**src/logic/config_load_pkg.sv**
```systemverilog
// Shared constants and types of the configuration loader
package config_load_pkg;

    // Clock rate and generated configuration clock
    localparam int CLK_MHZ = 100;
    localparam int CFG_CLK_PERIOD_NS = 80;
    localparam int CFG_CLK_HALF = CFG_CLK_PERIOD_NS * CLK_MHZ / 2000;
    localparam logic [2:0] CFG_CLK_HALF_LAST = 3'(CFG_CLK_HALF - 1);

    // Memory clear and start-up durations
    localparam int CLEAR_TIME_NS = 1000;
    localparam int CLEAR_CYCLES = CLEAR_TIME_NS * CLK_MHZ / 1000;
    localparam logic [7:0] CLEAR_LAST = 8'(CLEAR_CYCLES - 1);
    localparam logic [7:0] STARTUP_LAST = 8'h07;

    // Mode-select pin codes
    localparam logic [2:0] MODE_MASTER_PAR = 3'h3;
    localparam logic [2:0] MODE_SCAN = 3'h5;

    // Test access port instruction register
    localparam int IR_LEN = 6;
    localparam logic [5:0] IR_CAPTURE = 6'h01;
    localparam logic [5:0] IR_CFG_IN = 6'h05;
    localparam logic [5:0] IR_RESTART = 6'h0B;
    localparam logic [5:0] IR_BYPASS = 6'h3F;

    // Synchroniser reset values: program request idles high
    localparam logic [7:0] PIN_IDLE = 8'h80;
    localparam logic [7:0] DATA_IDLE = 8'h00;

    typedef enum logic [2:0] {
        SEQ_CLEAR, SEQ_LOAD, SEQ_WAIT_DONE, SEQ_STARTUP, SEQ_USER
    } seqState_t;

    typedef enum logic [3:0] {
        TAP_RESET, TAP_IDLE, TAP_SEL_DR, TAP_CAP_DR, TAP_SHIFT_DR,
        TAP_EXIT1_DR, TAP_PAUSE_DR, TAP_EXIT2_DR, TAP_UPD_DR,
        TAP_SEL_IR, TAP_CAP_IR, TAP_SHIFT_IR, TAP_EXIT1_IR,
        TAP_PAUSE_IR, TAP_EXIT2_IR, TAP_UPD_IR
    } tapState_t;

    typedef struct packed {
        logic fromScan;
        logic [7:0] data;
    } loadWord_t;

endpackage

```
**src/logic/pin_sync.sv**
```systemverilog
// Three-stage pin synchroniser with agreement filter
module pin_sync #(
    parameter int W = 8,
    parameter logic [W-1:0] INIT = '0
) (
    // Clock and reset
    input wire logic mclk,
    input wire logic reset,
    // Pins and clean result
    input wire logic [W-1:0] pinIn,
    output logic [W-1:0] pinOut
);
    logic [W-1:0] s1;
    logic [W-1:0] s2;
    logic [W-1:0] s3;

    // First stage feeds only the second; change taken once s2 and s3 agree
    always_ff @(posedge mclk)
    begin
        if (reset)
        begin
            s1 <= INIT;
            s2 <= INIT;
            s3 <= INIT;
            pinOut <= INIT;
        end
        else
        begin
            s1 <= pinIn;
            s2 <= s1;
            s3 <= s2;
            pinOut <= (s2 & s3) | (pinOut & (s2 ^ s3));
        end
    end
endmodule // pin_sync

```
**src/logic/load_buffer.sv**
```systemverilog
// Two-entry buffer in the configuration data path
module load_buffer (
    // Clock and reset
    input wire logic mclk,
    input wire logic reset,
    input wire logic flush,
    // Filling side
    input wire config_load_pkg::loadWord_t inWord,
    input wire logic inValid,
    output logic inReady,
    // Draining side
    output config_load_pkg::loadWord_t outWord,
    output logic outValid,
    input wire logic outReady
);
    import config_load_pkg::*;

    loadWord_t ent1;
    logic [1:0] count;
    wire push = inValid & inReady;
    wire pop = outValid & outReady;

    assign inReady = (count != 2'h2);
    assign outValid = (count != 2'h0);

    // Head always sits in outWord so the data output comes from a flop
    always_ff @(posedge mclk)
    begin
        if (reset | flush)
        begin
            count <= 2'h0;
            outWord <= '0;
            ent1 <= '0;
        end
        else
        begin
            if (push & ~pop)
            begin
                if (count == 2'h0)
                    outWord <= inWord;
                else
                    ent1 <= inWord;
                count <= count + 2'h1;
            end
            else if (pop & ~push)
            begin
                outWord <= ent1;
                count <= count - 2'h1;
            end
            else if (push & pop)
            begin
                outWord <= (count == 2'h1) ? inWord : ent1;
                ent1 <= inWord;
            end
        end
    end
endmodule // load_buffer

```
**src/logic/config_load_sequencer.sv**
```systemverilog
// Configuration loader: clear, load, start-up, parallel and scan ports
// Notes on behaviour
// - Configuration starts after reset and again on each program request.
// - Sequence is memory clear, data load, then start-up of user logic.
// - Master parallel mode takes bytes and generates the clock itself.
// - In master mode the configuration clock pin is bidirectional; the code never reads configClockIn.
// - Master parallel timing matches slave parallel; device sources clock.
// - Scan configuration runs wholly over the test access port pins.
// - Scan port accepts configuration data whatever the mode pins say.
// - Scan mode on the mode pins disables every other configuration mode.
// - With active drive on, done pin is driven high when finished.
// - With active drive off, done pin is open-drain with pull-up.
module config_load_sequencer (
    // Clock and reset
    input wire logic mclk,
    input wire logic reset,
    // Program request and mode pins
    input wire logic programRequestN,
    input wire logic [2:0] modeSelect,
    // Configuration clock pin and parallel data
    input wire logic configClockIn,
    output logic configClockOut,
    output logic configClockOe,
    input wire logic [7:0] parallelData,
    // Test access port pins
    input wire logic tck,
    input wire logic tms,
    input wire logic tdi,
    output logic tdo,
    output logic tdoOe,
    // Done pin
    input wire logic doneIn,
    output logic doneOut,
    output logic doneOe,
    // Options
    input wire logic doneActiveDrive,
    input wire logic [15:0] imageLength,
    // Configuration memory write side
    output logic memClear,
    output config_load_pkg::loadWord_t memWord,
    output logic memValid,
    input wire logic memReady,
    // Status
    output config_load_pkg::seqState_t phase,
    output logic configDone,
    output logic userActive,
    output logic scanOverrun
);
    import config_load_pkg::*;

    logic [7:0] pinSync;
    logic [7:0] dataSync;
    logic tckPrev;
    logic [7:0] phaseCnt;
    logic [15:0] srcCount;
    logic [15:0] memCount;
    logic [2:0] halfCnt;
    logic restartPulse;
    tapState_t tapState;
    tapState_t next_tapState;
    logic [5:0] ir;
    logic [5:0] irShift;
    logic [7:0] drShift;
    logic [2:0] bitCnt;
    logic bypassBit;
    logic bufInReady;
    loadWord_t bufIn;
    seqState_t next_phase;

    // Pins from outside the clock domain pass four flops
    pin_sync #(.W(8), .INIT(PIN_IDLE)) ctrlSync (
        .mclk(mclk),
        .reset(reset),
        .pinIn({programRequestN, doneIn, tdi, tms, tck, modeSelect}),
        .pinOut(pinSync)
    );

    pin_sync #(.W(8), .INIT(DATA_IDLE)) dataSyncU (
        .mclk(mclk),
        .reset(reset),
        .pinIn(parallelData),
        .pinOut(dataSync)
    );

    // Named views of the clean pins
    wire programActive = ~pinSync[7];
    wire doneHigh = pinSync[6];
    wire tdiS = pinSync[5];
    wire tmsS = pinSync[4];
    wire tckS = pinSync[3];
    wire [2:0] modeS = pinSync[2:0];
    wire tckRise = tckS & ~tckPrev;
    wire tckFall = ~tckS & tckPrev;

    // Mode decode; scan mode shuts the parallel port off entirely
    wire scanOnly = (modeS == MODE_SCAN);
    wire masterPar = (modeS == MODE_MASTER_PAR) & ~scanOnly;
    wire loading = (phase == SEQ_LOAD);
    wire roomLeft = (srcCount != imageLength);
    wire scanSelected = (ir == IR_CFG_IN);

    // Parallel byte taken on the rising edge the device itself drives;
    // the clock is held low while the buffer is full so no byte is lost
    wire halfDone = (halfCnt == CFG_CLK_HALF_LAST);
    wire parEnable = masterPar & loading & roomLeft & ~scanSelected;
    wire parPush = halfDone & ~configClockOut & parEnable & bufInReady;

    // Scan byte completes on the eighth shifted bit; accepted in any mode
    wire scanByte = tckRise & (tapState == TAP_SHIFT_DR) & scanSelected
        & (bitCnt == 3'h7);
    wire scanWant = scanByte & loading & roomLeft;
    wire scanPush = scanWant & bufInReady;
    wire pushAny = parPush | scanPush;

    // Buffer input word
    assign bufIn.fromScan = scanPush;
    assign bufIn.data = scanPush ? {tdiS, drShift[7:1]} : dataSync;

    load_buffer dataBuf (
        .mclk(mclk),
        .reset(reset),
        .flush(restartPulse),
        .inWord(bufIn),
        .inValid(pushAny),
        .inReady(bufInReady),
        .outWord(memWord),
        .outValid(memValid),
        .outReady(memReady)
    );

    // Restart on program request or the scan restart instruction
    wire irRestart = tckRise & (tapState == TAP_UPD_IR)
        & (irShift == IR_RESTART);
    wire restartNow = programActive | irRestart;
    wire memTake = memValid & memReady;
    wire loadFinished = (memCount == imageLength) & ~memValid;

    // Sequence of the five phases
    always_comb
    begin
        next_phase = phase;
        case (phase)
            SEQ_CLEAR:
                if (phaseCnt == CLEAR_LAST)
                    next_phase = SEQ_LOAD;
            SEQ_LOAD:
                if (loadFinished)
                    next_phase = SEQ_WAIT_DONE;
            SEQ_WAIT_DONE:
                if (doneHigh)
                    next_phase = SEQ_STARTUP;
            SEQ_STARTUP:
                if (phaseCnt == STARTUP_LAST)
                    next_phase = SEQ_USER;
            SEQ_USER:
                next_phase = SEQ_USER;
            default:
                next_phase = SEQ_CLEAR;
        endcase
        if (restartNow)
            next_phase = SEQ_CLEAR;
    end

    // Sequence state and counters
    always_ff @(posedge mclk)
    begin
        if (reset)
        begin
            phase <= SEQ_CLEAR;
            phaseCnt <= 8'h00;
            restartPulse <= 1'b1;
        end
        else
        begin
            phase <= next_phase;
            restartPulse <= restartNow;
            if (restartNow | (next_phase != phase))
                phaseCnt <= 8'h00;
            else
                phaseCnt <= phaseCnt + 8'h01;
        end
    end

    // Byte counts on both sides of the buffer
    always_ff @(posedge mclk)
    begin
        if (reset | restartPulse)
        begin
            srcCount <= 16'h0000;
            memCount <= 16'h0000;
        end
        else
        begin
            if (pushAny)
                srcCount <= srcCount + 16'h0001;
            if (memTake)
                memCount <= memCount + 16'h0001;
        end
    end

    // Clock divider; the device sources the configuration clock
    always_ff @(posedge mclk)
    begin
        if (reset | ~masterPar)
        begin
            halfCnt <= 3'h0;
            configClockOut <= 1'b0;
        end
        else if (halfDone)
        begin
            if (configClockOut)
            begin
                configClockOut <= 1'b0;
                halfCnt <= 3'h0;
            end
            else if (parPush)
            begin
                configClockOut <= 1'b1;
                halfCnt <= 3'h0;
            end
        end
        else
            halfCnt <= halfCnt + 3'h1;
    end

    // Test access port state transitions, one per rising tck
    always_comb
    begin
        case (tapState)
            TAP_RESET: next_tapState = tmsS ? TAP_RESET : TAP_IDLE;
            TAP_IDLE: next_tapState = tmsS ? TAP_SEL_DR : TAP_IDLE;
            TAP_SEL_DR: next_tapState = tmsS ? TAP_SEL_IR : TAP_CAP_DR;
            TAP_CAP_DR: next_tapState = tmsS ? TAP_EXIT1_DR : TAP_SHIFT_DR;
            TAP_SHIFT_DR: next_tapState = tmsS ? TAP_EXIT1_DR : TAP_SHIFT_DR;
            TAP_EXIT1_DR: next_tapState = tmsS ? TAP_UPD_DR : TAP_PAUSE_DR;
            TAP_PAUSE_DR: next_tapState = tmsS ? TAP_EXIT2_DR : TAP_PAUSE_DR;
            TAP_EXIT2_DR: next_tapState = tmsS ? TAP_UPD_DR : TAP_SHIFT_DR;
            TAP_UPD_DR: next_tapState = tmsS ? TAP_SEL_DR : TAP_IDLE;
            TAP_SEL_IR: next_tapState = tmsS ? TAP_RESET : TAP_CAP_IR;
            TAP_CAP_IR: next_tapState = tmsS ? TAP_EXIT1_IR : TAP_SHIFT_IR;
            TAP_SHIFT_IR: next_tapState = tmsS ? TAP_EXIT1_IR : TAP_SHIFT_IR;
            TAP_EXIT1_IR: next_tapState = tmsS ? TAP_UPD_IR : TAP_PAUSE_IR;
            TAP_PAUSE_IR: next_tapState = tmsS ? TAP_EXIT2_IR : TAP_PAUSE_IR;
            TAP_EXIT2_IR: next_tapState = tmsS ? TAP_UPD_IR : TAP_SHIFT_IR;
            TAP_UPD_IR: next_tapState = tmsS ? TAP_SEL_DR : TAP_IDLE;
            default: next_tapState = TAP_RESET;
        endcase
    end

    // Port state, instruction and shift registers on rising tck
    always_ff @(posedge mclk)
    begin
        if (reset)
        begin
            tckPrev <= 1'b0;
            tapState <= TAP_RESET;
            ir <= IR_BYPASS;
            irShift <= IR_CAPTURE;
            drShift <= 8'h00;
            bitCnt <= 3'h0;
            bypassBit <= 1'b0;
        end
        else
        begin
            tckPrev <= tckS;
            if (tckRise)
            begin
                tapState <= next_tapState;
                case (tapState)
                    TAP_RESET: ir <= IR_BYPASS;
                    TAP_CAP_IR: irShift <= IR_CAPTURE;
                    TAP_SHIFT_IR: irShift <= {tdiS, irShift[IR_LEN-1:1]};
                    TAP_UPD_IR: ir <= irShift;
                    TAP_CAP_DR: bitCnt <= 3'h0;
                    TAP_SHIFT_DR:
                    begin
                        drShift <= {tdiS, drShift[7:1]};
                        bitCnt <= bitCnt + 3'h1;
                        bypassBit <= tdiS;
                    end
                    default: bypassBit <= bypassBit;
                endcase
            end
        end
    end

    // Test data out changes on falling tck, enabled only while shifting
    always_ff @(posedge mclk)
    begin
        if (reset)
        begin
            tdo <= 1'b0;
            tdoOe <= 1'b0;
        end
        else if (tckFall)
        begin
            tdoOe <= (tapState == TAP_SHIFT_IR) | (tapState == TAP_SHIFT_DR);
            if (tapState == TAP_SHIFT_IR)
                tdo <= irShift[0];
            else if (scanSelected)
                tdo <= drShift[0];
            else
                tdo <= bypassBit;
        end
    end

    // A scan byte that finds the buffer full is dropped and flagged;
    // the host owns tck and cannot be stalled
    always_ff @(posedge mclk)
    begin
        if (reset)
            scanOverrun <= 1'b0;
        else if (scanWant & ~bufInReady)
            scanOverrun <= 1'b1;
        else if (restartPulse)
            scanOverrun <= 1'b0;
    end

    // Pin drivers and status, all registered
    wire doneLevel = (phase == SEQ_WAIT_DONE) | (phase == SEQ_STARTUP)
        | (phase == SEQ_USER);
    always_ff @(posedge mclk)
    begin
        if (reset)
        begin
            doneOut <= 1'b0;
            doneOe <= 1'b1;
            configClockOe <= 1'b0;
            memClear <= 1'b1; // Reset already sits in the clear phase
            configDone <= 1'b0;
            userActive <= 1'b0;
        end
        else
        begin
            // Active drive: high when done; otherwise pull low or release
            doneOut <= doneActiveDrive & doneLevel;
            doneOe <= doneActiveDrive | ~doneLevel;
            configClockOe <= masterPar & (phase != SEQ_USER);
            memClear <= (next_phase == SEQ_CLEAR);
            configDone <= doneLevel;
            userActive <= (next_phase == SEQ_USER);
        end
    end
endmodule // config_load_sequencer

```
**config.mk**
```make
export PLATFORM = sky130hd
export DESIGN_NAME = config_load_sequencer
export DESIGN_NICKNAME = d
export VERILOG_FILES = /design/src/logic/config_load_pkg.sv /design/src/logic/pin_sync.sv /design/src/logic/load_buffer.sv /design/src/logic/config_load_sequencer.sv
export SDC_FILE = /design/constraint.sdc
export NUM_CORES = 1
export LEC_CHECK = 0
export BUFFER_PORTS_ARGS = -buffer_cell sky130_fd_sc_hd__buf_2
export CORE_ASPECT_RATIO = 1.25
export CORE_MARGIN = 2
export CORE_UTILIZATION = 45
export DETAILED_ROUTE_END_ITERATION = 8
export GPL_TIMING_DRIVEN = 1
export PLACE_DENSITY = 0.72
export SLEW_MARGIN = 20
export SYNTH_ARGS = -nofsm -noshare
export SYNTH_HDL_FRONTEND = slang
export SYNTH_SLANG_ARGS = --single-unit
```
**constraint.sdc**
```tcl
create_clock -name mclk -period 5.8 [get_ports mclk]
set_clock_uncertainty 0.15 [all_clocks]
set_input_delay 1.16 -clock mclk [delete_from_list [all_inputs] [get_ports mclk]]
set_output_delay 1.16 -clock mclk [all_outputs]
set_load 0.01 [all_outputs]
```
==> results of run 1 <==
==> logic make-up (layout without fill, tap and decap cells) <==
family / after synthesis / in the layout
AND/OR/NAND/NOR: 343 / 343
flip-flops: 169 / 169
AO/OA/AOI/OAI: 172 / 172
adder cells (fa/ha/maj): 27 / 27
XOR/XNOR: 57 / 57
multiplexers: 5 / 5
buffers and inverters: 56 / 110
==> metal layers <==
layer	vias to the layer above	track usage, %	part of all wire [%]
met5	-	0	0
met4	0	8.67	2.4
met3	32	3.57	3.6
met2	119	29.9	48
met1	2692	22.4	46
li1	3024	-	-
==> final cells by class <==
cell class,count,area share (%)
Clock buffer,20,5.60
Clock inverter,11,1.04
Inverter,16,0.721
Multi-Input combinational cell,604,44.9
Sequential cell,169,40.6
Tap cell,216,3.24
Timing Repair Buffer,63,3.93
==> power by group through the flow <==
stage	combinational [mW]	clock, mW	sequential, mW
floorplan	0.0469	0	1.21
global placement	0.0719	0	1.21
detailed placement	0.0729	0	1.21
CTS	0.0734	1.08	1.18
global route	0.0828	1.13	1.18
finish	0.0727	1.05	1.18
==> cells in the final DEF (no fill, tap or decap), types with 5 or more instances in the layout <==
cell	n
xor2_1	39
o41ai_1	8
nor2_1	72
clkbuf_16	17
nor2b_1	52
a31oi_1	8
buf_4	5
inv_6	5
or3_1	17
nand2b_1	8
ha_1	27
nor4_1	9
nand4_1	17
inv_1	15
buf_2	58
nand3_1	37
a21oi_1	73
a211o_1	8
mux2i_1	5
nor3_1	8
and3_1	5
dfxtp_1	169
nand2_1	68
and4_1	12
or2_2	8
o22ai_1	6
or4_1	8
xnor2_1	18
o21ai_0	44
==> flip-flops by register name, indices dropped and copies added (netlist names), 8 cells and up <==
name,flops
ctrlSync.s3,8
dataBuf.outWord,9
dataSyncU.s2,8
dataSyncU.pinOut,8
ctrlSync.pinOut,8
srcCount,16
memCount,16
ctrlSync.s1,8
dataSyncU.s1,8
dataBuf.ent1,9
ctrlSync.s2,8
dataSyncU.s3,8
drShift,8
phaseCnt,8
==> worst min path at each step <==
stage | from | endpoint | slack, ns | depth (start not counted)
finish | ctrlSync.s1[7] | ctrlSync.s2[7] | 0.26 | 1
global route | ctrlSync.s1[7] | ctrlSync.s2[7] | 0.28 | 1
CTS | ctrlSync.s1[7] | ctrlSync.s2[7] | 0.26 | 1
detailed placement | ctrlSync.s1[7] | ctrlSync.s2[7] | 0.25 | 1
global placement | ctrlSync.s1[7] | ctrlSync.s2[7] | 0.25 | 1
floorplan | ctrlSync.s1[7] | ctrlSync.s2[7] | 0.24 | 1
==> run_results.csv, run 1 <==
group,metric,value,unit
status,status,"complete, no violations",
worst_setup_path,critPathTopFamily,"simple AND/OR/NAND/NOR gates",
timing,setup_slack,1.71,ns
detailed_routing,drc_errors,0,
logic_synthesis,synth_top_area_share,46.0,%
logic_synthesis,synth.area.top_cells,"dfxtp_1 46%, a21oi_1 5.0%, xor2_1 4.6%, ha_1 4.6%, nor2b_1 4.4%",
grt,grt_pass1_wl,25.7,mm
pwr,swShare,22.3,%
logic_synthesis,synth-compound-area-share,13.9,%
detailed_routing,wl_per_cell,13.7,um
logic_synthesis,synth_area_leader_cell,"dfxtp_1",
worst_setup_path,cp.depth,10,
worst_setup_path,arrival,4.28,ns
final_layout,drive_above_1_share,12.5,%
logic_synthesis,syn_inst,829,
clock_tree,cts_setup_buffers,0,
logic_synthesis,avgSynthCellArea,8.87,um2
grt,grt_pass1_vias,5542,
logic_synthesis,synth_nets,893,
detailed_routing,dr_total_vias,5867,
worst_setup_path,cp_slowest_cell,"dfxtp_1",
timing,whs,0.263,ns
worst_setup_path,r2r_cells,10,
final_layout,diodes,0,
logic_synthesis,synthAdderAreaFrac,4.60,%
logic_synthesis,synth_edf_count,0,
logic_synthesis,synth_xor_area_share,6.79,%
logic_synthesis,yosysMostFrequentCell,"dfxtp_1",
worst_setup_path,worstSetupPathType,"reg -> reg",
worst_setup_path,path_cells,"nor4b_2, and4_1, or2_2, nand3_1, inv_1, ha_1, mux2i_1, and4_1, o21ai_0, a31oi_1",
logic_synthesis,synth_ff_type,"dfxtp_1",
logic_synthesis,async_reset_ff_share,0,%
detailed_routing,antenna_left,0,
worst_setup_path,critical_path.endpoint_type,"flop",
floorplan,io_pins,60,
worst_hold_path,hp-class,"reg -> reg",
pwr,ir_worst_vdd,0.212,mV
pwr,leakage,3.20,nW
timing,fin_crit,4.09,ns
worst_setup_path,r2r_start,"tapState[2]",
pwr,internal_power,1.79,mW
floorplan,initial_core_util,45.7,%
timing,worst_pin_slew,0.849,ns
logic_synthesis,ys_ff_latch,169,
floorplan,die_h,147,um
place,gp_congestion,0.877,
logic_synthesis,synthDistinctLibCells,61,
place,portBuffers,58,
timing,min_period_over_period,70.4,%
detailed_routing,drtIter0Drc,561,
worst_setup_path,cpPeakStageDelay,0.66,ns
timing,slew_violations,0,
clock_tree,clkTransAtPathRegs,0.06,ns
clock_tree,clockRootBuffer,"clkbuf_16",
grt,antenna_found_initial,0,
pwr,p_comb_share,3.1,%
worst_setup_path,crit_path_end,"dataBuf.ent1[0]",
timing,hold_viol_final,0,
place,place_area,7780,um2
worst_setup_path,path_common_cell,"and4_1",
pwr,total_power,2.31,mW
worst_setup_path,critPathLaunch,"tapState[2]",
clock_tree,htreeDepth,4,
final_layout,utilization,51.9,%
final_layout,final_area,8340,um2
detailed_routing,detail_route.first_pass.iterations,4,
floorplan,core_area,16100,um2
worst_setup_path,critPathBufInv,1,
final_layout,nets,935,
logic_synthesis,yosys_warnings,0,
clock_tree,cts_max_path_buffers,2,
final_layout,multi_input_area,3740,um2
logic_synthesis,netlist_area,7350,um2
clock_tree,numCtsBuffers,17,
floorplan,dieArea,17400,um2
logic_synthesis,synthSimpleGateAreaFrac,25.0,%
clock_tree,postCtsResizedCells,0,
worst_setup_path,crit_path_start_kind,"flop",
worst_setup_path,crit_fanout,18,
place,dpl.cell_count,1068,
pwr,pwr-share-clk,45.6,%
logic_synthesis,synth_seq_area_share,46.0,%
grt,grt_max_degree,62,
timing,slew_headroom,43.4,%
logic_synthesis,synth_mux_area_share,0.681,%
final_layout,regArea,3380,um2
clock_tree,cts.sinks,169,
final_layout,fin_cells,1099,
worst_setup_path,r2r_slack,1.71,ns
floorplan,rows,52,
detailed_routing,wl,15.0,mm
logic_synthesis,yosys-top-cells-count,"169 x dfxtp_1, 73 x a21oi_1, 72 x nor2_1, 68 x nand2_1, 52 x nor2b_1",
pwr,power_density,277,nW/um2
pwr,p_sw,516,uW
detailed_routing,routed_via_density,5.34,
final_layout,syn2layout_area_growth,13.4,%
pwr,p_seq_share,51.3,%
grt,track_usage,18.0,%
clock_tree,cts_tree,"done",
timing,finalSetupViolCount,0,
timing,fmax,0.245,GHz
grt,overflow,0,
timing,setup-tns-final,0,ns
logic_synthesis,synth_top_family_by_area,"simple AND/OR/NAND/NOR gates",
final_layout,fillCellCount,1537,
worst_setup_path,regToRegEndpoint,"dataBuf.ent1[0]",
place,post-place-ws,1.52,ns
clock_tree,cts_hold_buf,0,
worst_setup_path,crit_required,5.99,ns
flow_run,cap_violations,0,
floorplan,die_w,118,um
timing,rsz0062_at_grt,"false",
clock_tree,insertion_delay,0.43,ns
place,dp_hpwl,10.3,mm
No activity file was read; power rests on OpenSTA's default activity.
==> run 2: changes to the inputs <==
Settings changed: PLACE_DENSITY 0.72 to 0.74.
Clock period 5.8 ns to 3.7 ns, I/O delays scaled along.
==> run_results.csv, run 2 (same netlist as run 1, synthesis figures left out) <==
group,metric,value,unit
status,status,"complete, no violations",
timing,finalSetupViolCount,0,
grt,grt_pass1_vias,5654,
place,gp_congestion,0.873,
worst_setup_path,critPathLaunch,"halfCnt[0]",
grt,grt_pass1_wl,25.8,mm
timing,setup-tns-final,0,ns
worst_hold_path,holdPathStages,1,
clock_tree,cts_hold_buf,0,
final_layout,fin_cells,1107,
detailed_routing,drtIter0Drc,442,
final_layout,final_common_cell,"dfxtp_1",
clock_tree,htreeDepth,4,
worst_setup_path,crit_path_end,"dataBuf.ent1[1]",
grt,antenna_found_initial,0,
detailed_routing,routed_via_density,5.37,
worst_setup_path,crit_path_start_kind,"flop",
timing,slew_violations,0,
detailed_routing,dr_total_vias,5940,
worst_setup_path,regToRegEndpoint,"dataBuf.ent1[1]",
worst_setup_path,arrival,3.53,ns
place,dp_hpwl,10.3,mm
pwr,leakage,3.27,nW
grt,track_usage,18.0,%
timing,slew_headroom,45.7,%
clock_tree,postCtsResizedCells,0,
worst_setup_path,worstSetupPathType,"reg -> reg",
clock_tree,insertion_delay,0.43,ns
place,dpl.cell_count,1075,
timing,fin_crit,3.33,ns
floorplan,die_w,118,um
place,post-place-ws,0.403,ns
timing,worst_pin_slew,0.814,ns
worst_hold_path,hp-class,"reg -> reg",
timing,hold_viol_final,0,
pwr,ir_worst_vdd,0.331,mV
floorplan,io_pins,60,
clock_tree,cts_setup_buffers,0,
floorplan,initial_core_util,45.7,%
clock_tree,cts_max_path_buffers,2,
grt,overflow,0,
worst_setup_path,crit_fanout,16,
worst_setup_path,r2r_start,"halfCnt[0]",
worst_setup_path,r2r_cells,11,
final_layout,diodes,0,
final_layout,final_cell_mix,"169 x dfxtp_1, 73 x a21oi_1, 72 x nor2_1",
grt,grt_max_degree,58,
clock_tree,cts_tree,"done",
final_layout,nets,942,
detailed_routing,drc_errors,0,
worst_setup_path,crit_required,3.90,ns
timing,setup_slack,0.370,ns
clock_tree,clockRootBuffer,"clkbuf_16",
timing,fmax,0.300,GHz
worst_setup_path,r2r_slack,0.37,ns
floorplan,core_area,16100,um2
detailed_routing,detail_route.first_pass.iterations,5,
timing,min_period_over_period,90.0,%
worst_setup_path,critical_path.endpoint_type,"flop",
final_layout,drive_above_1_share,13.2,%
place,portBuffers,58,
clock_tree,cts.sinks,169,
clock_tree,clkTransAtPathRegs,0.06,ns
timing,whs,0.260,ns
pwr,power_density,451,nW/um2
final_layout,syn2layout_area_growth,15.0,%
pwr,total_power,3.81,mW
detailed_routing,wl,15.2,mm
timing,rsz0062_at_grt,"false",
floorplan,die_h,147,um
detailed_routing,wl_per_cell,13.8,um
clock_tree,numCtsBuffers,17,
flow_run,cap_violations,0,
floorplan,dieArea,17400,um2
detailed_routing,antenna_left,0,
floorplan,rows,52,
final_layout,reg_top3,"memCount (16), srcCount (16)",
-- run 2: stage by stage --
stage          instance area [um2]  utilization (%)
2_1_floorplan                 7350                -
3_3_place_gp                  7840             48.8
3_5_place_dp                  7840             48.8
4_1_cts                       8450             52.6
5_1_grt                       8450             52.6
6_report                      8450             52.6
-- run 2: cell type report --
class	count	area (um2)
inverters	16	60.1
well taps	216	270
clock inverters	13	164
repair buffers	70	380
fillers	1475	7620
multi-input cells	604	3740
flip-flops and latches	169	3380
clock buffers	19	453
-- run 2: metal layers --
| layer | track usage (%) | wire length [um] | vias to the layer above |
|---|---|---|---|
| met4 | 7.65 | 343 | 0 |
| met1 | 21.7 | 6900 | 2773 |
| met3 | 3.84 | 525 | 30 |
| li1 | - | - | 3027 |
| met2 | 31.0 | 7470 | 110 |
| met5 | 0 | 0 | - |
-- run 2: report_power, final --
part,switching (mW),internal (mW),leakage (nW)
logic,0.0661,0.0485,1.60
registers,0.0102,1.84,1.37
clock network,0.739,1.10,0.301
-- run 2: worst min path at each step --
stage / slack [ns] / to / startpoint
finish: 0.26 / ctrlSync.s2[7] / ctrlSync.s1[7]
global route: 0.28 / ctrlSync.s2[7] / ctrlSync.s1[7]
CTS: 0.26 / ctrlSync.s2[7] / ctrlSync.s1[7]
detailed placement: 0.25 / ctrlSync.s2[7] / ctrlSync.s1[7]
global placement: 0.25 / ctrlSync.s2[7] / ctrlSync.s1[7]
floorplan: 0.24 / ctrlSync.s2[7] / ctrlSync.s1[7]
-- run 2: critical path, cell delays in order, from the launching register on --
cell      delay (ns)
dfxtp_1         0.36
ha_1            0.22
or3b_1          0.38
a211oi_2        0.37
or2_2           0.22
nand3_1         0.10
inv_1           0.10
ha_1            0.25
mux2i_1         0.29
and4_1          0.53
o21ai_0         0.14
a31oi_1         0.15
==> run 3: changes to the inputs <==
Settings changed: CORE_ASPECT_RATIO 1.25 to 0.5.
==> run_results.csv, run 3 (same netlist as run 1, synthesis figures left out) <==
group,metric,value,unit
clock_tree,insertion_delay,0.43,ns
timing,rsz0062_at_grt,"false",
worst_setup_path,critical_path.endpoint_type,"flop",
worst_setup_path,crit_path_start_kind,"flop",
worst_setup_path,arrival,3.52,ns
floorplan,die_h,94.4,um
worst_setup_path,crit_required,3.90,ns
grt,antenna_found_initial,0,
timing,setup-tns-final,0,ns
detailed_routing,antenna_left,0,
status,status,"complete, no violations",
final_layout,fillCellCount,1457,
timing,min_period_over_period,89.8,%
worst_hold_path,hp-class,"reg -> reg",
clock_tree,cts.sinks,169,
clock_tree,clockRootBuffer,"clkbuf_16",
timing,slew_violations,0,
detailed_routing,drc_errors,0,
final_layout,diodes,0,
place,portBuffers,58,
clock_tree,cts_max_path_buffers,2,
clock_tree,cts_hold_buf,0,
place,dp_hpwl,10.7,mm
final_layout,final_common_cell,"dfxtp_1",
grt,grt_max_degree,87,
floorplan,io_pins,60,
pwr,power_density,456,nW/um2
flow_run,cap_violations,0,
final_layout,fin_cells,1111,
timing,hold_viol_final,0,
worst_setup_path,path_cells,"ha_1, or3b_1, a211oi_2, or2_2, nand3_1, inv_1, ha_1, mux2i_1, and4_1, o21ai_0, a31oi_1",
clock_tree,htreeDepth,4,
worst_setup_path,critPathTopFamily,"simple AND/OR/NAND/NOR gates",
worst_setup_path,crit_fanout,16,
pwr,p_seq_share,48.0,%
floorplan,die_w,185,um
pwr,leakage,3.27,nW
grt,overflow,0,
clock_tree,clkTransAtPathRegs,0.07,ns
clock_tree,postCtsResizedCells,0,
detailed_routing,wl_per_cell,14.4,um
clock_tree,numCtsBuffers,17,
clock_tree,cts_setup_buffers,0,
pwr,p_comb_share,3.0,%
worst_setup_path,worstSetupPathType,"reg -> reg",
worst_setup_path,path_common_cell,"ha_1",
timing,slew_headroom,42.5,%
clock_tree,cts_tree,"done",
timing,fmax,0.301,GHz
floorplan,initial_core_util,46.8,%
final_layout,utilization,54.0,%
grt,grt_pass1_wl,27.0,mm
final_layout,final_cell_mix,"169 x dfxtp_1, 73 x a21oi_1, 72 x nor2_1",
detailed_routing,drtIter0Drc,340,
worst_setup_path,cp_slowest_cell,"and4_1",
worst_setup_path,cpPeakStageDelay,0.54,ns
detailed_routing,detail_route.first_pass.iterations,7,
pwr,p_sw,866,uW
final_layout,syn2layout_area_growth,15.2,%
worst_setup_path,critPathBufInv,1,
floorplan,rows,32,
floorplan,dieArea,17400,um2
pwr,swShare,22.4,%
place,gp_congestion,0.859,
timing,whs,0.266,ns
pwr,pwr-share-clk,48.9,%
detailed_routing,dr_total_vias,6110,
pwr,ir_worst_vdd,0.350,mV
pwr,internal_power,3.00,mW
timing,finalSetupViolCount,0,
timing,worst_pin_slew,0.862,ns
final_layout,nets,941,
place,dpl.cell_count,1079,
final_layout,reg_top3,"memCount (16), srcCount (16)",
detailed_routing,wl,16.0,mm
timing,fin_crit,3.32,ns
floorplan,core_area,15700,um2
final_layout,drive_above_1_share,13.0,%
detailed_routing,routed_via_density,5.50,
grt,track_usage,19.2,%
grt,grt_pass1_vias,5742,
## run 3: area by class of cell
cell class | instances | area (um2) | share of cell area, %
clock buffer | 19 | 443 | 5.23
inverter | 16 | 60.1 | 0.709
clock inverter | 13 | 191 | 2.26
timing repair buffer | 69 | 373 | 4.40
sequential | 169 | 3380 | 40.0
multi-input combinational | 604 | 3740 | 44.2
tap | 221 | 277 | 3.27
## run 3: path summary, 6_finish.rpt
path | startpoint | cells after the start | slack, ns | end
max reg2reg | halfCnt[0] | 11 | 0.38 | dataBuf.ent1[5]
min reg2reg | ctrlSync.s1[7] | 1 | 0.27 | ctrlSync.s2[7]
max | halfCnt[0] | 11 | 0.38 | dataBuf.ent1[5]
min | ctrlSync.s1[7] | 1 | 0.27 | ctrlSync.s2[7]
## run 3: power by group through the flow
stage	registers [mW]	logic, mW	clock network (mW)
6_report	1.85	0.118	1.89
5_1_grt	1.86	0.132	2.00
4_1_cts	1.86	0.117	1.93
3_5_place_dp	1.90	0.114	0
3_3_place_gp	1.90	0.113	0
2_1_floorplan	1.89	0.0735	0
## run 3: through the flow
stage | instance area [um2] | setup slack, ns | total power [mW]
global placement | 7830 | 0.347 | 2.01
global route | 8470 | 0.0415 | 3.99
CTS | 8470 | 0.390 | 3.90
detailed placement | 7830 | 0.309 | 2.01
finish | 8470 | 0.378 | 3.86
floorplan | 7350 | 0.497 | 1.97
## run 3: metal layers
layer | vias to the layer above | wire length [um] | global-route usage, %
met5 | - | 0 | 0
met4 | 0 | 328 | 6.94
met3 | 32 | 1030 | 4.51
met2 | 186 | 7150 | 31.3
met1 | 2877 | 7490 | 25.1
li1 | 3015 | - | -
